===== config.mk =====
export PLATFORM = sky130hd
export DESIGN_NAME = sifwd_top
export DESIGN_NICKNAME = d
export VERILOG_FILES = /design/src/sifwd_pkg.sv /design/src/sifwd_skid.sv /design/src/sifwd_top.sv
export SDC_FILE = /design/constraint.sdc
export NUM_CORES = 1
export LEC_CHECK = 0
export BUFFER_PORTS_ARGS = -buffer_cell sky130_fd_sc_hd__buf_4
export CELL_PAD_IN_SITES_DETAIL_PLACEMENT = 0
export CELL_PAD_IN_SITES_GLOBAL_PLACEMENT = 1
export CORE_ASPECT_RATIO = 0.5
export CORE_MARGIN = 10
export CORE_UTILIZATION = 44
export CTS_CLUSTER_DIAMETER = 60
export CTS_CLUSTER_SIZE = 40
export DETAILED_ROUTE_END_ITERATION = 10
export PLACE_DENSITY = 0.86
export RECOVER_POWER = 50
export SYNTH_ARGS = -nofsm -noshare
export SYNTH_HDL_FRONTEND = slang
export SYNTH_SLANG_ARGS = --single-unit

===== constraint.sdc =====
create_clock -name i_mclk -period 3.79 [get_ports i_mclk]
set_clock_uncertainty 0.2 [all_clocks]
set_input_delay 0.5685 -clock i_mclk [delete_from_list [all_inputs] [get_ports i_mclk]]
set_output_delay 0.5685 -clock i_mclk [all_outputs]
set_load 0.1 [all_outputs]

===== src/sifwd_pkg.sv =====
// constants and types for the shortcut ingress forwarding block
package sifwd_pkg;
	typedef enum logic [1:0] {SIFWD_RT_LANE, SIFWD_RT_SC, SIFWD_RT_DROP} sifwd_route_t;
	typedef enum logic [1:0] {SIFWD_ENC_NULL, SIFWD_ENC_LLC, SIFWD_ENC_TAG} sifwd_encap_t;
	typedef enum logic [1:0] {SIFWD_ICMP_TIME_EXC, SIFWD_ICMP_PARAM} sifwd_icmp_t;
	// header byte offsets inside the datagram
	localparam logic [15:0] SIFWD_IP_TTL_OFS = 16'h0008;
	localparam logic [15:0] SIFWD_IP_CSUM_OFS = 16'h000A;
	localparam logic [15:0] SIFWD_IPX_HOP_OFS = 16'h0004;
	localparam logic [15:0] SIFWD_IPX_CSUM_OFS = 16'h0000;
	// encapsulation prefix bytes
	localparam logic [7:0] SIFWD_LLC_DSAP = 8'hAA;
	localparam logic [7:0] SIFWD_LLC_CTRL = 8'h03;
	localparam logic [7:0] SIFWD_OUI_BYTE = 8'h00;
	localparam logic [15:0] SIFWD_ETYPE_IPX = 16'h8137;
	localparam logic [15:0] SIFWD_ETYPE_IP = 16'h0800;
	localparam logic [15:0] SIFWD_ETYPE_TAG = 16'h884C;
	localparam logic [3:0] SIFWD_PFX_LEN_LLC = 4'h8;
	localparam logic [3:0] SIFWD_PFX_LEN_TAG = 4'hC;
	// payload ceilings per encapsulation
	localparam logic [15:0] SIFWD_MAX_LLC = 16'hFFF7;
	localparam logic [15:0] SIFWD_MAX_TAG = 16'hFFF3;
	localparam logic [15:0] SIFWD_MAX_NULL = 16'hFFFF;
	// reset values and the minimum TTL decrement
	localparam logic [15:0] SIFWD_IDX_RST = 16'h0000;
	localparam logic [3:0] SIFWD_PFX_RST = 4'h0;
	localparam logic [7:0] SIFWD_TTL_DEC_MIN = 8'h01;
endpackage


===== src/sifwd_skid.sv =====
// two-entry buffer with valid and ready on both sides
`timescale 1ns/1ps
module sifwd_skid #(
	parameter int W = 10
) (
	input wire logic i_mclk, // clock
	input wire logic i_rst, // async reset, high
	input wire logic i_ce, // clock enable
	input wire logic i_valid, // write side valid
	output logic o_ready, // write side ready
	input wire logic [W-1:0] i_data, // write side data
	output logic o_valid, // read side valid
	input wire logic i_ready, // read side ready
	output logic [W-1:0] o_data // read side data
);
	logic [W-1:0] mem_reg [2];
	logic wr_ptr_reg;
	logic rd_ptr_reg;
	logic [1:0] cnt_reg;
	logic [1:0] cnt_next;
	wire logic wr_en = i_ce && i_valid && o_ready;
	wire logic rd_en = i_ce && o_valid && i_ready;

	if (W < 1)
	begin : g_chk
		$error("sifwd_skid: width must be positive");
	end

	assign o_ready = cnt_reg != 2'h2;
	assign o_valid = cnt_reg != 2'h0;
	assign o_data = mem_reg[rd_ptr_reg];
	assign cnt_next = cnt_reg + {1'b0, wr_en} - {1'b0, rd_en};

	always_ff @(posedge i_mclk)
	begin
		if (wr_en)
			mem_reg[wr_ptr_reg] <= i_data;
	end

	always_ff @(posedge i_mclk or posedge i_rst)
	begin
		if (i_rst)
		begin
			wr_ptr_reg <= 1'b0;
			rd_ptr_reg <= 1'b0;
			cnt_reg <= 2'h0;
		end
		else
		begin
			wr_ptr_reg <= wr_ptr_reg ^ wr_en;
			rd_ptr_reg <= rd_ptr_reg ^ rd_en;
			cnt_reg <= cnt_next;
		end
	end
endmodule


===== src/sifwd_top.sv =====
// ingress shortcut forwarding: path decision, header rewrite, encapsulation
//
// Notes on behaviour
// IP option not handled: packet goes unchanged on the LAN path.
// options allowed on shortcut only when the option is fully supported.
// LAN path never touches the TTL.
// shortcut path lowers TTL by a configured amount, at least one.
// TTL at or below decrement: LAN unchanged, or drop with Time Exceeded.
// any IP header change gets a fixed-up header checksum.
// forwarding error: LAN unchanged, or drop with the matching ICMP error.
// shortcut MTU below inbound MTU: shortcut unused, no split by size.
// egress side owes no TTL decrement; this ingress block fragments nothing.
// IPX shortcut encapsulation is tagged, LLC/SNAP routed, or null.
// LLC/SNAP prefix AA AA 03 00 00 00 81 37, payload up to 65527.
// tagged prefix AA AA 03 00 00 00 88 4C plus tag, payload up to 65523.
// hop count extension from the route server bounds the hop counter.
// IPX hop counter is incremented by one on the shortcut.
// packets at hop limit are dropped or passed unchanged.
// IPX checksum is left alone when the hop counter changes.
// IPX shortcut only when hop counter below extension value, else LAN or drop.
// IPX with source network zero goes unchanged on the LAN path.
// IPX is never fragmented.
// exactly one output per packet; LAN copy is byte-identical.
`timescale 1ns/1ps
module sifwd_top (
	input wire logic i_mclk, // 125 MHz clock
	input wire logic i_rst, // async reset, high
	input wire logic i_ce, // clock enable, freezes state
	input wire logic i_valid, // input byte valid
	output logic o_in_ready, // input byte taken
	input wire logic i_sop, // first byte of packet
	input wire logic i_eop, // last byte of packet
	input wire logic [7:0] i_data, // packet byte
	input wire logic i_is_ipx, // packet is IPX, else IP
	input wire logic [15:0] i_pkt_len, // datagram length in octets
	input wire logic [7:0] i_ip_ttl, // IP ttl field
	input wire logic [7:0] i_ip_proto, // IP protocol field
	input wire logic [15:0] i_ip_csum, // IP header checksum
	input wire logic i_ip_opts, // IP options present
	input wire logic i_ip_hdr_bad, // IP header parameter problem
	input wire logic [7:0] i_ipx_hops, // IPX hop counter
	input wire logic i_ipx_src_net_zero, // IPX source network is zero
	input wire logic i_sc_hit, // resolved shortcut exists
	input wire logic i_sc_mtu_small, // shortcut MTU below inbound MTU
	input wire logic i_opt_ok, // all present IP options supported
	input wire logic [7:0] i_ttl_dec, // configured TTL decrement
	input wire logic [7:0] i_hop_ext, // resolved hop count extension
	input wire sifwd_pkg::sifwd_encap_t i_encap, // shortcut encapsulation
	input wire logic [31:0] i_tag, // tag word for tagged encapsulation
	input wire logic i_drop_policy, // drop instead of LAN, with ICMP for IP only
	output logic o_sc_valid, // shortcut byte valid
	input wire logic i_sc_ready, // shortcut sink ready
	output logic o_sc_sop, // shortcut first byte
	output logic o_sc_eop, // shortcut last byte
	output logic [7:0] o_sc_data, // shortcut byte
	output logic o_lan_valid, // LAN byte valid
	input wire logic i_lan_ready, // LAN sink ready
	output logic o_lan_sop, // LAN first byte
	output logic o_lan_eop, // LAN last byte
	output logic [7:0] o_lan_data, // LAN byte
	output logic o_icmp_valid, // ICMP request pulse
	output sifwd_pkg::sifwd_icmp_t o_icmp_type, // ICMP error kind
	output logic o_drop // packet dropped pulse
);
	import sifwd_pkg::*;

	typedef enum logic [1:0] {SIFWD_ST_IDLE, SIFWD_ST_PFX, SIFWD_ST_BODY} sifwd_state_t;

	function automatic logic [15:0] csum_adj(logic [15:0] hc, logic [15:0] m, logic [15:0] mn);
		logic [17:0] s;
		s = {2'h0, ~hc} + {2'h0, ~m} + {2'h0, mn};
		s = {2'h0, s[15:0]} + {16'h0, s[17:16]};
		s = {2'h0, s[15:0]} + {16'h0, s[17:16]};
		return ~s[15:0];
	endfunction

	function automatic logic [7:0] pfx_byte(sifwd_encap_t enc, logic ipx, logic [3:0] k,
		logic [31:0] tag);
		logic [15:0] et;
		et = (enc == SIFWD_ENC_TAG) ? SIFWD_ETYPE_TAG : (ipx ? SIFWD_ETYPE_IPX : SIFWD_ETYPE_IP);
		case (k)
			4'h0, 4'h1: return SIFWD_LLC_DSAP;
			4'h2: return SIFWD_LLC_CTRL;
			4'h6: return et[15:8];
			4'h7: return et[7:0];
			4'h8: return tag[31:24];
			4'h9: return tag[23:16];
			4'hA: return tag[15:8];
			4'hB: return tag[7:0];
			default: return SIFWD_OUI_BYTE;
		endcase
	endfunction

	sifwd_state_t state_reg;
	sifwd_state_t state_next;
	sifwd_route_t route_reg;
	sifwd_encap_t encap_reg;
	logic ipx_reg;
	logic [7:0] ttl_reg;
	logic [15:0] csum_reg;
	logic [7:0] hops_reg;
	logic [31:0] tag_reg;
	logic [3:0] pfx_reg;
	logic [15:0] idx_reg;
	logic icmp_valid_reg;
	sifwd_icmp_t icmp_type_reg;
	logic drop_reg;

	// decision, taken from the descriptor at the first byte
	wire logic [7:0] dec_eff = (i_ttl_dec < SIFWD_TTL_DEC_MIN) ? SIFWD_TTL_DEC_MIN : i_ttl_dec;
	wire logic [7:0] ttl_new = i_ip_ttl - dec_eff;
	wire logic [15:0] csum_new = csum_adj(i_ip_csum, {i_ip_ttl, i_ip_proto},
		{ttl_new, i_ip_proto});
	wire logic [15:0] len_max = (i_encap == SIFWD_ENC_LLC) ? SIFWD_MAX_LLC :
		(i_encap == SIFWD_ENC_TAG) ? SIFWD_MAX_TAG : SIFWD_MAX_NULL;
	wire logic len_big = i_pkt_len > len_max;
	wire logic ttl_low = i_ip_ttl <= dec_eff;
	wire logic hop_over = i_ipx_hops >= i_hop_ext;
	wire logic opt_block = i_ip_opts && !i_opt_ok;
	// shortcut MTU too small means no shortcut at all, never a per-size split
	wire logic no_sc = !i_sc_hit || i_sc_mtu_small || len_big ||
		(i_is_ipx ? i_ipx_src_net_zero : opt_block);
	wire logic fwd_err = i_is_ipx ? hop_over : (ttl_low || i_ip_hdr_bad);
	wire sifwd_route_t route_dec = no_sc ? SIFWD_RT_LANE :
		fwd_err ? (i_drop_policy ? SIFWD_RT_DROP : SIFWD_RT_LANE) : SIFWD_RT_SC;
	wire logic start = i_ce && (state_reg == SIFWD_ST_IDLE) && i_valid && i_sop;
	wire logic [3:0] pfx_len = (i_encap == SIFWD_ENC_LLC) ? SIFWD_PFX_LEN_LLC :
		(i_encap == SIFWD_ENC_TAG) ? SIFWD_PFX_LEN_TAG : SIFWD_PFX_RST;
	wire logic [3:0] pfx_last = (encap_reg == SIFWD_ENC_TAG) ? SIFWD_PFX_LEN_TAG - 4'h1 :
		SIFWD_PFX_LEN_LLC - 4'h1;

	// byte path
	wire logic in_body = state_reg == SIFWD_ST_BODY;
	wire logic in_pfx = state_reg == SIFWD_ST_PFX;
	wire logic sc_body = in_body && (route_reg == SIFWD_RT_SC);
	wire logic lan_body = in_body && (route_reg == SIFWD_RT_LANE);
	wire logic sc_in_ready;
	wire logic lan_in_ready;
	wire logic sc_in_valid = in_pfx || (sc_body && i_valid);
	wire logic lan_in_valid = lan_body && i_valid;
	wire logic ip_ttl_byte = !ipx_reg && (idx_reg == SIFWD_IP_TTL_OFS);
	wire logic ip_csum_hi = !ipx_reg && (idx_reg == SIFWD_IP_CSUM_OFS);
	wire logic ip_csum_lo = !ipx_reg && (idx_reg == SIFWD_IP_CSUM_OFS + 16'h0001);
	wire logic ipx_hop_byte = ipx_reg && (idx_reg == SIFWD_IPX_HOP_OFS);
	// the IPX checksum bytes pass untouched: the hop counter lies outside its cover
	wire logic [7:0] body_byte = ip_ttl_byte ? ttl_reg :
		ip_csum_hi ? csum_reg[15:8] :
		ip_csum_lo ? csum_reg[7:0] :
		ipx_hop_byte ? hops_reg : i_data;
	wire logic [7:0] sc_byte = in_pfx ? pfx_byte(encap_reg, ipx_reg, pfx_reg, tag_reg) :
		body_byte;
	wire logic sc_sop = in_pfx ? (pfx_reg == SIFWD_PFX_RST) :
		(i_sop && (encap_reg == SIFWD_ENC_NULL));
	wire logic sc_eop = !in_pfx && i_eop;
	wire logic idle_skip = (state_reg == SIFWD_ST_IDLE) && i_valid && !i_sop;
	wire logic drop_body = in_body && (route_reg == SIFWD_RT_DROP);
	wire logic take = sc_body ? sc_in_ready : lan_body ? lan_in_ready : drop_body;
	wire logic beat = i_ce && in_body && i_valid && take;
	wire logic pfx_step = i_ce && in_pfx && sc_in_ready;

	assign o_in_ready = (in_body && take) || idle_skip;
	assign o_icmp_valid = icmp_valid_reg;
	assign o_icmp_type = icmp_type_reg;
	assign o_drop = drop_reg;

	always_comb
	begin
		state_next = state_reg;
		case (state_reg)
			SIFWD_ST_IDLE:
				if (i_valid && i_sop)
					state_next = ((route_dec == SIFWD_RT_SC) && (pfx_len != SIFWD_PFX_RST)) ?
						SIFWD_ST_PFX : SIFWD_ST_BODY;
			SIFWD_ST_PFX:
				if (sc_in_ready && (pfx_reg == pfx_last))
					state_next = SIFWD_ST_BODY;
			SIFWD_ST_BODY:
				if (i_valid && take && i_eop)
					state_next = SIFWD_ST_IDLE;
			default:
				state_next = SIFWD_ST_IDLE;
		endcase
	end

	always_ff @(posedge i_mclk or posedge i_rst)
	begin
		if (i_rst)
		begin
			state_reg <= SIFWD_ST_IDLE;
			route_reg <= SIFWD_RT_LANE;
			encap_reg <= SIFWD_ENC_NULL;
			ipx_reg <= 1'b0;
			ttl_reg <= 8'h00;
			csum_reg <= 16'h0000;
			hops_reg <= 8'h00;
			tag_reg <= 32'h00000000;
			pfx_reg <= SIFWD_PFX_RST;
			idx_reg <= SIFWD_IDX_RST;
		end
		else if (i_ce)
		begin
			state_reg <= state_next;
			if (start)
			begin
				route_reg <= route_dec;
				encap_reg <= i_encap;
				ipx_reg <= i_is_ipx;
				ttl_reg <= ttl_new;
				csum_reg <= csum_new;
				hops_reg <= i_ipx_hops + 8'h01;
				tag_reg <= i_tag;
				pfx_reg <= SIFWD_PFX_RST;
				idx_reg <= SIFWD_IDX_RST;
			end
			if (pfx_step)
				pfx_reg <= pfx_reg + 4'h1;
			if (beat)
				idx_reg <= idx_reg + 16'h0001;
		end
	end

	// ICMP request and drop marker, one cycle each
	always_ff @(posedge i_mclk or posedge i_rst)
	begin
		if (i_rst)
		begin
			icmp_valid_reg <= 1'b0;
			icmp_type_reg <= SIFWD_ICMP_TIME_EXC;
			drop_reg <= 1'b0;
		end
		else if (i_ce)
		begin
			drop_reg <= start && (route_dec == SIFWD_RT_DROP);
			icmp_valid_reg <= start && (route_dec == SIFWD_RT_DROP) && !i_is_ipx;
			if (start)
				icmp_type_reg <= ttl_low ? SIFWD_ICMP_TIME_EXC : SIFWD_ICMP_PARAM;
		end
	end

	sifwd_skid #(.W(10)) u_sc_buf (
		.i_mclk(i_mclk),
		.i_rst(i_rst),
		.i_ce(i_ce),
		.i_valid(sc_in_valid),
		.o_ready(sc_in_ready),
		.i_data({sc_sop, sc_eop, sc_byte}),
		.o_valid(o_sc_valid),
		.i_ready(i_sc_ready),
		.o_data({o_sc_sop, o_sc_eop, o_sc_data})
	);

	sifwd_skid #(.W(10)) u_lan_buf (
		.i_mclk(i_mclk),
		.i_rst(i_rst),
		.i_ce(i_ce),
		.i_valid(lan_in_valid),
		.o_ready(lan_in_ready),
		.i_data({i_sop, i_eop, i_data}),
		.o_valid(o_lan_valid),
		.i_ready(i_lan_ready),
		.o_data({o_lan_sop, o_lan_eop, o_lan_data})
	);

	wire logic acc_sc = i_ce && sc_body && i_valid && sc_in_ready;
	wire logic acc_lan = i_ce && lan_body && i_valid && lan_in_ready;
endmodule


### After elaboration in Yosys (flattened, before gate mapping)

Memory sizes are Yosys's and may differ from the RTL's.
Cells that the tools add are included.

* memory bits (read-only): 0
* bits in latches: 0
* word-level logic and storage cells: 171
* memories kept: 2
* output and inout bits: 27
* input port bits: 130
* bits in registers: 103
* RAM bits: 40

Memories
* u_lan_buf.mem_reg: words 2, width 10, rd ports 1, clocked after Yosys merged registers in 0, write ports 1, line sifwd_skid.sv:16 `logic [W-1:0] mem_reg [2];`
* u_sc_buf.mem_reg: words 2, width 10, rd ports 1, clocked after Yosys merged registers in 0, write ports 1, line sifwd_skid.sv:16

* equality and inequality tests: 27
* reduce and logical (&&, ||, !) cells: 64
* divide/modulo/power cells: 0
* $add $sub $neg: 12
* shift-type cells: 0
* multiplexer cells: 36
* multipliers: 0
* $lt $le $gt $ge: 4
* bitwise gates (word level): 7

Operator list (number)
* 16-bit 2-to-1 mux: 4
* 8-bit case mux with 8 select lines: 1
* 16-bit by 4-bit == test with 1-bit output (second input constant): 3
* 8-bit 2-to-1 mux: 6
* 16-bit NOT: 3
* 1-bit logical AND: 38
* 4-bit 2-to-1 mux: 7
* 17-bit by 16-bit adder with 18-bit output: 1
* 16-bit by 16-bit adder with 17-bit output: 1
* 16-bit by 2-bit adder with 17-bit output: 1
* 16-bit by 1-bit adder with 16-bit output: 1
* 16-bit by 1-bit adder with 16-bit output (second input constant): 1
* 16-bit by 3-bit == test with 1-bit output (second input constant): 1
* 4-bit == test (second input constant): 4
* 16-bit > comparator: 1
* 2-bit 2-to-1 mux: 7
* 2-bit == test (second input constant): 5
* 1-bit 2-to-1 mux: 10
* 8-bit by 1-bit adder with 8-bit output (second input constant): 1
* 2-bit by 1-bit == test with 1-bit output (second input constant): 4
* 4-bit by 3-bit == test with 1-bit output (second input constant): 2
* 8-bit greater-or-equal comparator: 1
* 8-bit less-or-equal comparator: 1
* 8-bit by 1-bit < comparator with 1-bit output (second input constant): 1
* 20 further kinds: 45

### Logic depth before layout (Yosys ltp)

Gate-level depths: netlist (run 1).

* depth in word-level cells: 12
* mapped depth: 33
* mapped depth without buffers: 33

### By module

A second synthesis (run 1) with hierarchy kept.

* cells, all modules: 1007
* area total of the unflattened synthesis: 9298.9 um^2

By module, submodules not included
* sifwd_top: cells each 897, times used 1, sequential area each 2352.3 um^2, area an instance 7364.6 um^2
* sifwd_skid: cells each 55, times used 2, sequential area each 700.7 um^2, area an instance 967.2 um^2

### Worst setup path after synthesis (run 1)

No wires, ideal clock.

* path kind: input to register
* start: input i_ttl_dec[5]
* end: register csum_reg[15]
* path slack: -3.805 ns
* path buffers: 0
* cell stages on the path: 32
* data required time: 3.458 ns
* arrival: 7.263 ns
* cells stage by stage: nor4_1 > a41o_1 > ha_1 > inv_1 > fa_1 > a21o_1 > a21oi_1 > xnor2_1 > fa_1 > ha_1 > or2_2 > a21oi_1 > a21oi_1 > a21o_1 > a21oi_1 > xnor2_1 > ha_1 > fa_1 > o2111ai_1 > nor4_4 > nand2b_1 > nor3_1 > nor4bb_1 > ha_1 > and3_1 > nand3_1 > or2_1 > or3_1 > a211oi_2 > nand4_1 > xnor2_1 > o21ai_1

* longest elaborated chain between the ends: 7

RTL lines
* start: declaration: line sifwd_top.sv:46 `input wire logic [7:0] i_ttl_dec,`
* 8-bit by 1-bit < comparator with 1-bit output: line sifwd_top.sv:110 `wire logic [7:0] dec_eff = (i_ttl_dec < SIFWD_TTL_DEC_MIN) ? SIFWD_TTL_DEC_MIN : i_ttl_dec;`
* 8-bit 2-to-1 mux: line sifwd_top.sv:110
* 8-bit subtractor: line sifwd_top.sv:111 `wire logic [7:0] ttl_new = i_ip_ttl - dec_eff;`
* net ttl_new[4]: line sifwd_top.sv:111
* 17-bit by 16-bit adder with 18-bit output: line sifwd_top.sv:71 `s = {2'h0, ~hc} + {2'h0, ~m} + {2'h0, mn};`
* 16-bit by 2-bit adder with 17-bit output: line sifwd_top.sv:72 `s = {2'h0, s[15:0]} + {16'h0, s[17:16]};`
* 16-bit by 1-bit adder with 16-bit output: line sifwd_top.sv:73 `s = {2'h0, s[15:0]} + {16'h0, s[17:16]};`
* 16-bit NOT: line sifwd_top.sv:74 `return ~s[15:0];`
* end signal: assignment: line sifwd_top.sv:209 `csum_reg <= csum_new;`
* end: declaration: line sifwd_top.sv:100 `logic [15:0] csum_reg;`

The timed path passes the listed nets, and every way through them passes these cells.
A chain may end at the register's enable or synchronous reset.

### Worst setup path in the final report (run 1)

* start: input i_ttl_dec[1]
* end: register csum_reg[15]

* longest elaborated chain between the ends: 7

RTL lines (line)
* 8-bit by 1-bit < comparator with 1-bit output: sifwd_top.sv:110
* 8-bit 2-to-1 mux *: sifwd_top.sv:110
* 8-bit subtractor *: sifwd_top.sv:111
* net ttl_new[4]: sifwd_top.sv:111
* 17-bit by 16-bit adder with 18-bit output *: sifwd_top.sv:71
* 16-bit by 2-bit adder with 17-bit output *: sifwd_top.sv:72
* 16-bit by 1-bit adder with 16-bit output *: sifwd_top.sv:73
* 16-bit NOT *: sifwd_top.sv:74

The timed path passes the listed nets; every way through them passes the cells marked *.

==> out/qor.yml, run 1 <==
outcome:
  status: "finished with violations"
  violations: "capacitance limit, slew limit, setup timing"
cts:
  cts.sinks: 142
  cts.htree.levels: 4
  cts_tree: "done"
  clk_latency_ns: 0.43
  numCtsBuffers: 17
  root_buffer: "clkbuf_16"
  hold_buffers: 0
  clk_pin_slew_worst_paths_ns: 0.06
  cts_buffer_depth: 2
yosys:
  synth-seq-area-share_pct: 40.3
  ys_async_sr_fraction_pct: 71.8
  syn_area_per_cell_um2: 9.23
  synth-edff-count: 40
  yosys_warnings: 0
  syn-num-nets: 1221
  synth-main-ff-cell: "dfrtp_1"
  synth_cell_types: 77
  synth_cells: 1010
  synth_top_area_share_pct: 27.4
  synth_area_leaders: "dfrtp_1 27%, edfxtp_1 13%, ha_1 9.5%, nand2_1 8.9%, o21ai_0 4.0%"
  synth_area_leader_cell: "dfrtp_1"
  synth_area_um2: 9320
  synth_seq_cells: 142
sta:
  hold_slack_ns: 0.127
  setup-violations-final: 16
  rsz0062_at_grt: "yes"
  finalHoldViolations: 0
  slew_violations: 114
  worst-slew-pin-transition_ns: 2.58
  fmax_mhz: 146
  period_minus_slack_ns: 6.86
  finalCritPeriodShare_pct: 181
  layout_setup_ws_ns: -3.07
  slew_headroom_pct: -71.8
detailed_routing:
  drc: 0
  avgViaCountPerCell: 5.15
  routedWlPerCell_um: 16.3
  drt_iter0_drc: 615
  final_antenna_net_count: 0
  dr.pass1.iters: 5
  num_vias: 8247
  wirelength_um: 26100
placed_design:
  globalplace.congestion: 0.876
  dp_hpwl_um: 20000
  place_inst: 1536
  dpl_worst_slack_ns: -3.62
  portBuffers: 155
pwr:
  swShare_pct: 40.0
  ir_drop_mv: 0.359
  power.total_mw: 7.93
  clkPwrFrac_pct: 22.2
  power_density_nw_per_um2: 616
  p_comb_share_pct: 48.1
  seqPwrFrac_pct: 29.8
  p_leak_nw: 6.25
  power.switching_mw: 3.17
  p_int_mw: 4.76
grt:
  antenna_found_initial: 0
  grt_overflow: 0
  grt_pass1_vias: 8506
  grt_pass1_wl_um: 41600
  globalRouteTotalUtil_pct: 18.4
  grt_start_max_net_pins: 70
worst_setup_path:
  criticalPathCategory: "in2reg"
  r2r-end: "u_sc_buf.mem_reg[1][3]$_DFFE_PP_"
  ff2ff_setup_slack_ns: 0.24
  critPathCaptureType: "flop"
  slowest_delay_ns: 0.48
  cp.arrival_ns: 6.95
  required_ns: 3.88
  worstSetupStartpointType: "primary input"
  worstPathMaxFanout: 2
  cp_slowest_cell: "fa_1"
  timing.rr.start: "idx_reg[7]$_DFFE_PP0P_"
  reg2regPathDepth: 9
floorplanning:
  die-area_um2: 27800
  die_x_um: 226
  fp.coreArea_um2: 20700
  initial_core_util_pct: 45.0
  ios: 157
  num_rows: 37
  dieHeight_um: 123
cells_and_area:
  multi_input_area_um2: 5490
  diodes: 0
  largest_register_ff_count: 32
  regArea_um2: 3750
  layout.nets: 1525
  syn_to_final_growth_pct: 38.1
  drive_gt1_share_pct: 32.9
  num-fill-cells: 1683
  stdcell_count: 1600
worst_hold_path:
  min_path_cells: 3
  hold_end: "tag_reg[25]$_DFFE_PP0P_"
  min-delay-start: "i_tag[25]"
  hold_class: "in2reg"
run:
  cap_violations: 2
-- how the worst max path moves through the flow --
stage / end / slack (ns) / cells after the start / startpoint
5_1_grt: csum_reg[15]$_DFFE_PP0P_ / -3.38 / 33 / i_ttl_dec[1]
6_report: csum_reg[15]$_DFFE_PP0P_ / -3.07 / 33 / i_ttl_dec[1]
2_1_floorplan: csum_reg[15]$_DFFE_PP0P_ / -3.31 / 32 / i_ttl_dec[5]
4_1_cts: csum_reg[15]$_DFFE_PP0P_ / -2.93 / 33 / i_ttl_dec[1]
3_3_place_gp: csum_reg[15]$_DFFE_PP0P_ / -3.45 / 33 / i_ttl_dec[5]
3_5_place_dp: csum_reg[15]$_DFFE_PP0P_ / -3.62 / 35 / i_ttl_dec[5]
-- Yosys cell counts (all sizes together), types with 6 or more instances --
cell / n
nand2: 221
dfrtp: 102
o21ai: 80
ha: 71
inv: 70
edfxtp: 40
nor2: 34
xnor2: 33
nand3: 32
xor2: 32
clkbuf: 31
a21oi: 29
mux2: 23
mux2i: 22
a21o: 16
or2: 14
nand4: 13
and3: 11
fa: 10
nand2b: 9
nor3: 8
nor4: 8
o22ai: 8
nor2b: 7
a22oi: 6
o31ai: 6
-- repair_timing --
action                     4_1_cts  5_1_grt
gates resized for setup         40       16
setup endpoints to repair       16       16
setup buffers                   31       11
pin swaps                       32       19
-- cells by family (layout without fill, tap and decap cells) --
| family | count (synthesis) | count (layout) | synth area share [%] |
|---|---|---|---|
| xor+xnor | 65 | 65 | 6.27 |
| simple gates | 379 | 379 | 19.1 |
| flops | 142 | 142 | 40.3 |
| other cells | 1 | 1 | 0.0402 |
| fa+ha+maj | 81 | 81 | 11.7 |
| compound gates | 193 | 193 | 13.3 |
| mux | 45 | 45 | 5.14 |
| buf+inv | 104 | 421 | 4.23 |
-- power groups by stage --
stage / sequential [mW] / combinational (mW) / clock (mW)
2_1_floorplan: 2.27 / 2.40 / 0
3_3_place_gp: 2.35 / 3.50 / 0
3_5_place_dp: 2.37 / 3.57 / 0
4_1_cts: 2.36 / 3.71 / 1.78
5_1_grt: 2.43 / 4.13 / 1.85
6_report: 2.36 / 3.81 / 1.76
-- stage by stage --
step	TNS [ns]	utilization, %	area (um2)
floorplan	-43.65	-	9400
global placement	-46.74	56.9	11800
detailed placement	-49.29	56.9	11800
CTS	-39.90	61.6	12800
global route	-46.47	62.2	12900
finish	-41.98	62.2	12900
-- layer usage --
metal,part of all wire [%],wire length (um),global-route usage [%],vias up
met3,3.4,897,2.98,22
met1,45,11700,23.3,3969
met2,50,13200,32.2,155
li1,-,-,-,4101
met4,1.2,318,5.28,0
met5,0,0,0,-
-- critical path: cells and delay by family --
kind,cells,cell delay (ns)
compound gates,10,1.57
buf+inv,2,0.14
fa+ha+maj,7,1.94
simple gates,11,2.22
xor+xnor,3,0.51
-- area by class of cell --
cell class,instances,share of cell area [%]
clock buffer,19,3.36
clock inverter,13,1.46
tap,273,2.65
sequential,142,29.2
multi-input combinational,764,42.7
inverter,70,2.04
timing repair buffer,319,18.7
-- cells in the final DEF (no fill, tap or decap), drive strengths merged, types with 22 or more instances in the layout --
master  Yosys  routed
a21oi      29      29
buf         3     305
clkbuf     31      33
dfrtp     102     102
edfxtp     40      40
ha         71      71
inv        70      72
mux2       23      23
mux2i      22      22
nand2     221     221
nand3      32      32
nor2       34      34
o21ai      80      80
xnor2      33      33
xor2       32      32
Power figures use the tool's default switching activity.
==> inputs of run 2 (changes only) <==
- clock period: 3.79 -> 7.57 ns (I/O delays scaled with it)
==> out/qor.yml, run 2 (synthesized netlist as in run 1, its figures left out) <==
placed_design:
  place_inst: 1445
  dp_hpwl_um: 19100
  portBuffers: 155
  globalplace.congestion: 0.866
  placed_area_um2: 11100
detailed_routing:
  met2_length_um: 12200
  routedWlPerCell_um: 16.7
  avgViaCountPerCell: 5.25
  drt_iter0_drc: 536
  final_antenna_net_count: 0
  wirelength_um: 24900
  highest_layer: "met4"
  dr.pass1.iters: 5
  drc: 0
  num_vias: 7804
  met1_length_um: 11400
  wl_met3_um: 895
pwr:
  seqPwrFrac_pct: 32.4
  ir_drop_mv: 0.180
  swShare_pct: 41.4
  p_int_mw: 2.13
  p_comb_share_pct: 45.2
  p_leak_nw: 5.63
  power_density_nw_per_um2: 308
  power.switching_mw: 1.51
  clkPwrFrac_pct: 22.4
worst_setup_path:
  worstSetupStartpointType: "primary input"
  timing.rr.start: "state_reg[0]$_DFFE_PP0P_"
  slowest_delay_ns: 0.49
  worstPathMaxFanout: 2
  ff2ff_setup_slack_ns: 3.81
  critPathCaptureType: "flop"
  critPathTopFamily: "simple AND/OR/NAND/NOR gates"
  required_ns: 7.64
  cp.arrival_ns: 7.36
  reg2regPathDepth: 6
  r2r-end: "pfx_reg[2]$_DFFE_PP0P_"
  cp_slowest_cell: "fa_1"
  criticalPathCategory: "in2reg"
  path_buf_inv: 2
floorplanning:
  die-area_um2: 27800
  fp.coreArea_um2: 20700
  num_rows: 37
  die_x_um: 226
  ios: 157
  dieHeight_um: 123
  initial_core_util_pct: 45.0
cells_and_area:
  final_cell_mix: "220 x nand2_1, 188 x buf_4, 102 x dfrtp_1"
  largest_register_ff_count: 32
  post-route-cell-area_um2: 11800
  drive_gt1_share_pct: 25.5
  stdcell_count: 1487
  layout.nets: 1412
  syn_to_final_growth_pct: 26.8
  layout_commonest_cell: "nand2_1"
sta:
  fmax_mhz: 137
  setup-violations-final: 0
  rsz0062_at_grt: "yes"
  slew_headroom_pct: -128
  worst-slew-pin-transition_ns: 3.43
  finalCritPeriodShare_pct: 96.2
  finalHoldViolations: 0
  period_minus_slack_ns: 7.28
  slew_violations: 155
cts:
  cts_buffer_depth: 2
  cts.htree.levels: 4
  cts.sinks: 142
  clk_pin_slew_worst_paths_ns: 0.06
  hold_buffers: 0
  root_buffer: "clkbuf_16"
  numCtsBuffers: 17
  clk_latency_ns: 0.43
  cts_tree: "done"
run:
  cap_violations: 3
grt:
  grt_overflow: 0
  antenna_found_initial: 1
  globalRouteTotalUtil_pct: 17.6
  grt_pass1_vias: 8007
  grt_start_max_net_pins: 104
  grt_pass1_wl_um: 39800
outcome:
  violations: "capacitance limit, slew limit"
  status: "finished with violations"
worst_hold_path:
  min_path_cells: 2
  hold_class: "reg2reg"
  hold_end: "ttl_reg[2]$_DFFE_PP0P_"
  min-delay-start: "ttl_reg[2]$_DFFE_PP0P_"
run 2: routing by layer:
layer	vias up	GRT usage [%]
met5	-	0
li1	3877	-
met3	23	2.58
met1	3780	23.0
met2	124	29.9
met4	0	5.41
run 2: area by class of cell:
| cell class | instances | area [um2] |
|---|---|---|
| well taps | 273 | 342 |
| flip-flops and latches | 142 | 3750 |
| diodes | 1 | 2.50 |
| inverters | 70 | 264 |
| repair buffers | 206 | 1500 |
| multi-input cells | 764 | 5390 |
| clock buffers | 22 | 485 |
| fillers | 1869 | 8870 |
| clock inverters | 9 | 85.1 |
run 2: worst max path at each step:
| stage | startpoint | endpoint | cells past startpoint |
|---|---|---|---|
| after floorplan | i_ttl_dec[5] | csum_reg[15]$_DFFE_PP0P_ | 32 |
| after global routing | i_ttl_dec[5] | csum_reg[15]$_DFFE_PP0P_ | 34 |
| after global placement | i_ttl_dec[5] | csum_reg[15]$_DFFE_PP0P_ | 33 |
| after detailed placement | i_ttl_dec[5] | csum_reg[15]$_DFFE_PP0P_ | 35 |
| final | i_ttl_dec[5] | csum_reg[15]$_DFFE_PP0P_ | 33 |
| after CTS | i_ttl_dec[5] | csum_reg[14]$_DFFE_PP0P_ | 34 |
run 2: timing repair:
item,in CTS,in global routing
cloned,0,0
resized for setup,3,24
pin swaps,4,15
endpoints found under the hold margin,0,0
buffers inserted,1,9
setup endpoints to repair,6,8
run 2: worst reg2reg max path, stage by stage, from the launching register on:
cell,delay (ns)
dfrtp_1,0.45
or2_2,0.34
nor3b_1,0.22
clkbuf_1,1.75
nor2_1,0.30
o21ai_0,0.26
o21ai_0,0.11
run 2: through the flow:
step	setup TNS [ns]	power (mW)	util, %	setup WS [ns]	hold slack (ns)
CTS	0	3.61	56.4	0.106	0.274
floorplan	-0.118	2.34	-	-0.0953	0.240
global route	-0.138	3.87	57.1	-0.0704	0.300
global placement	-1.26	2.73	53.6	-0.259	0.257
detailed placement	-3.54	2.77	53.6	-0.510	0.259
finish	0	3.64	57.1	0.286	0.270
run 2: power groups by stage:
stage	Sequential [mW]	Clock, mW	Combinational [mW]
final	1.18	0.816	1.64
after global placement	1.18	0	1.55
after detailed placement	1.19	0	1.58
after floorplan	1.14	0	1.20
after CTS	1.18	0.824	1.61
after global routing	1.21	0.856	1.81
==> inputs of run 3 (changes only) <==
- ABC_AREA: default -> 1
- CORE_UTILIZATION: 44 -> 42
- PLACE_DENSITY: 0.86 -> 0.85
==> out/qor.yml, run 3 <==
cells_and_area:
  drive_gt1_share_pct: 21.0
  finish.utilization_pct: 53.1
  layout.nets: 1680
  syn_to_final_growth_pct: 23.7
  num-fill-cells: 2161
  layout_commonest_cell: "nand2_1"
  final_cell_mix: "321 x nand2_1, 230 x inv_1, 163 x buf_4"
  stdcell_count: 1789
  largest_register_ff_count: 32
  regArea_um2: 3750
  diodes: 0
  multi_input_area_um2: 5330
grt:
  grt_pass1_vias: 8452
  globalRouteTotalUtil_pct: 16.6
  antenna_found_initial: 0
  grt_start_max_net_pins: 77
  grt_overflow: 0
  grt_pass1_wl_um: 41700
detailed_routing:
  num_vias: 8709
  wirelength_um: 26000
  drc: 0
  drt_iter0_drc: 543
  final_antenna_net_count: 0
  dr.pass1.iters: 5
  routedWlPerCell_um: 14.5
  avgViaCountPerCell: 4.87
placed_design:
  place_inst: 1749
  globalplace.congestion: 0.891
  portBuffers: 155
  dp_hpwl_um: 20600
yosys:
  synth_cells: 1297
  yosys_warnings: 0
  synth_area_leader_cell: "dfrtp_1"
  synth-edff-count: 40
  ys_top_cells_by_count: "328 x nand2_1, 232 x inv_1, 114 x o21ai_0"
  synth_cell_types: 56
  synth_area_um2: 9870
  synth_seq_cells: 142
  synth-main-ff-cell: "dfrtp_1"
  synth-seq-area-share_pct: 38.0
  syn-num-nets: 1508
  synth_most_common_cell: "nand2_1"
  ys_async_sr_fraction_pct: 71.8
  synth_area_leaders: "dfrtp_1 26%, nand2_1 12%, edfxtp_1 12%, ha_1 9.0%, inv_1 8.8%"
  syn_area_per_cell_um2: 7.61
  synth_top_area_share_pct: 25.9
cts:
  numCtsBuffers: 17
  cts_tree: "done"
  cts.sinks: 142
  cts_buffer_depth: 2
  root_buffer: "clkbuf_16"
  clk_latency_ns: 0.43
  clk_pin_slew_worst_paths_ns: 0.06
  cts.htree.levels: 4
floorplanning:
  ios: 157
  die_x_um: 237
  fp.coreArea_um2: 23000
  die-area_um2: 30400
  initial_core_util_pct: 43.0
  num_rows: 39
  dieHeight_um: 128
worst_setup_path:
  cp.arrival_ns: 7.25
  criticalPathCategory: "in2reg"
  critPathCaptureType: "flop"
  ff2ff_setup_slack_ns: 3.95
  slowest_delay_ns: 0.48
  worstPathMaxFanout: 4
  cp_slowest_cell: "fa_1"
  worstSetupStartpointType: "primary input"
  crit_top_cell: "nand2_2"
  required_ns: 7.69
sta:
  rsz0062_at_grt: "yes"
  finalHoldViolations: 0
  finalCritPeriodShare_pct: 94.3
  worst-slew-pin-transition_ns: 4.14
  setup-violations-final: 0
  fmax_mhz: 140
  period_minus_slack_ns: 7.14
  slew_headroom_pct: -176
  slew_violations: 77
pwr:
  p_leak_nw: 6.13
  ir_drop_mv: 0.240
  power_density_nw_per_um2: 326
outcome:
  violations: "capacitance limit, slew limit"
  status: "finished with violations"
worst_hold_path:
  hold_class: "reg2reg"
run:
  cap_violations: 1
run 3: cell types whose count changed after synthesis, moves of 9 or more:
cell,previous run,this run
mux2i_1,22,0
o21ai_0,74,114
nand2b_1,9,0
mux2_2,23,1
xnor2_1,32,7
nor2_1,34,84
and3_1,11,0
inv_1,70,232
nand2_1,220,328
clkbuf_1,31,14
nand2_2,0,25
a21o_1,16,0
nor2_2,0,11
nand3_1,32,60
run 3: metal layers:
metal	wire [um]	global-route usage, %
met3	989	2.68
met4	456	4.95
met5	0	0
met2	12700	28.1
met1	11900	21.5
run 3: layout make-up:
type | instances | share of cell area, %
Clock inverter | 14 | 1.13
Inverter | 240 | 7.39
Timing Repair Buffer | 176 | 10.4
Multi-Input combinational cell | 892 | 43.6
Clock buffer | 18 | 3.60
Tap cell | 307 | 3.14
Sequential cell | 142 | 30.7
run 3: cell families after synthesis:
family	synth area share, %
compound gates	11.7
xor+xnor	2.93
fa+ha+maj	11.0
buf+inv	10.2
flops	38.0
mux	0.114
other cells	0.0380
simple gates	26.1
run 3: where the power goes:
part | switching [mW] | total, mW | internal, mW
clock | 0.364 | 0.811 | 0.447
combinational | 1.38 | 1.98 | 0.600
sequential | 0.141 | 1.19 | 1.05
run 3: worst paths after layout:
kind,end,from,depth (start not counted)
min reg2reg,csum_reg[14]$_DFFE_PP0P_,csum_reg[14]$_DFFE_PP0P_,2
max reg2reg,u_sc_buf.mem_reg[1][3]$_DFFE_PP_,idx_reg[12]$_DFFE_PP0P_,11
min in group asynchronous,u_lan_buf.cnt_reg[1]$_DFF_PP0_,i_rst,2
max in group asynchronous,ttl_reg[2]$_DFFE_PP0P_,i_rst,3
min,csum_reg[14]$_DFFE_PP0P_,csum_reg[14]$_DFFE_PP0P_,2
max,csum_reg[14]$_DFFE_PP0P_,i_ttl_dec[5],45
run 3: what timing repair did:
item	in CTS	in global routing
resized for setup	0	45
hold buffers	0	0
endpoints found under the setup margin	0	10
buffers inserted	0	8
run 3: through the flow:
stage               instance area (um2)  hold WS (ns)  power (mW)  worst slack (ns)  setup TNS [ns]
floorplan                          9870         0.238        2.61             0.481               0
global placement                  11400         0.255        3.06            0.0765               0
detailed placement                11400         0.260        3.10            -0.111          -0.327
CTS                               12000         0.280        3.93             0.307               0
global route                      12200         0.304        4.27           -0.0757          -0.292
finish                            12200         0.270        3.98             0.432               0
run 3: worst max-delay path: cells and delay by family:
family / cells / cell delay [ns]
buf+inv: 4 / 0.26
simple gates: 28 / 2.83
compound gates: 3 / 0.44
xor+xnor: 2 / 0.41
fa+ha+maj: 8 / 2.18
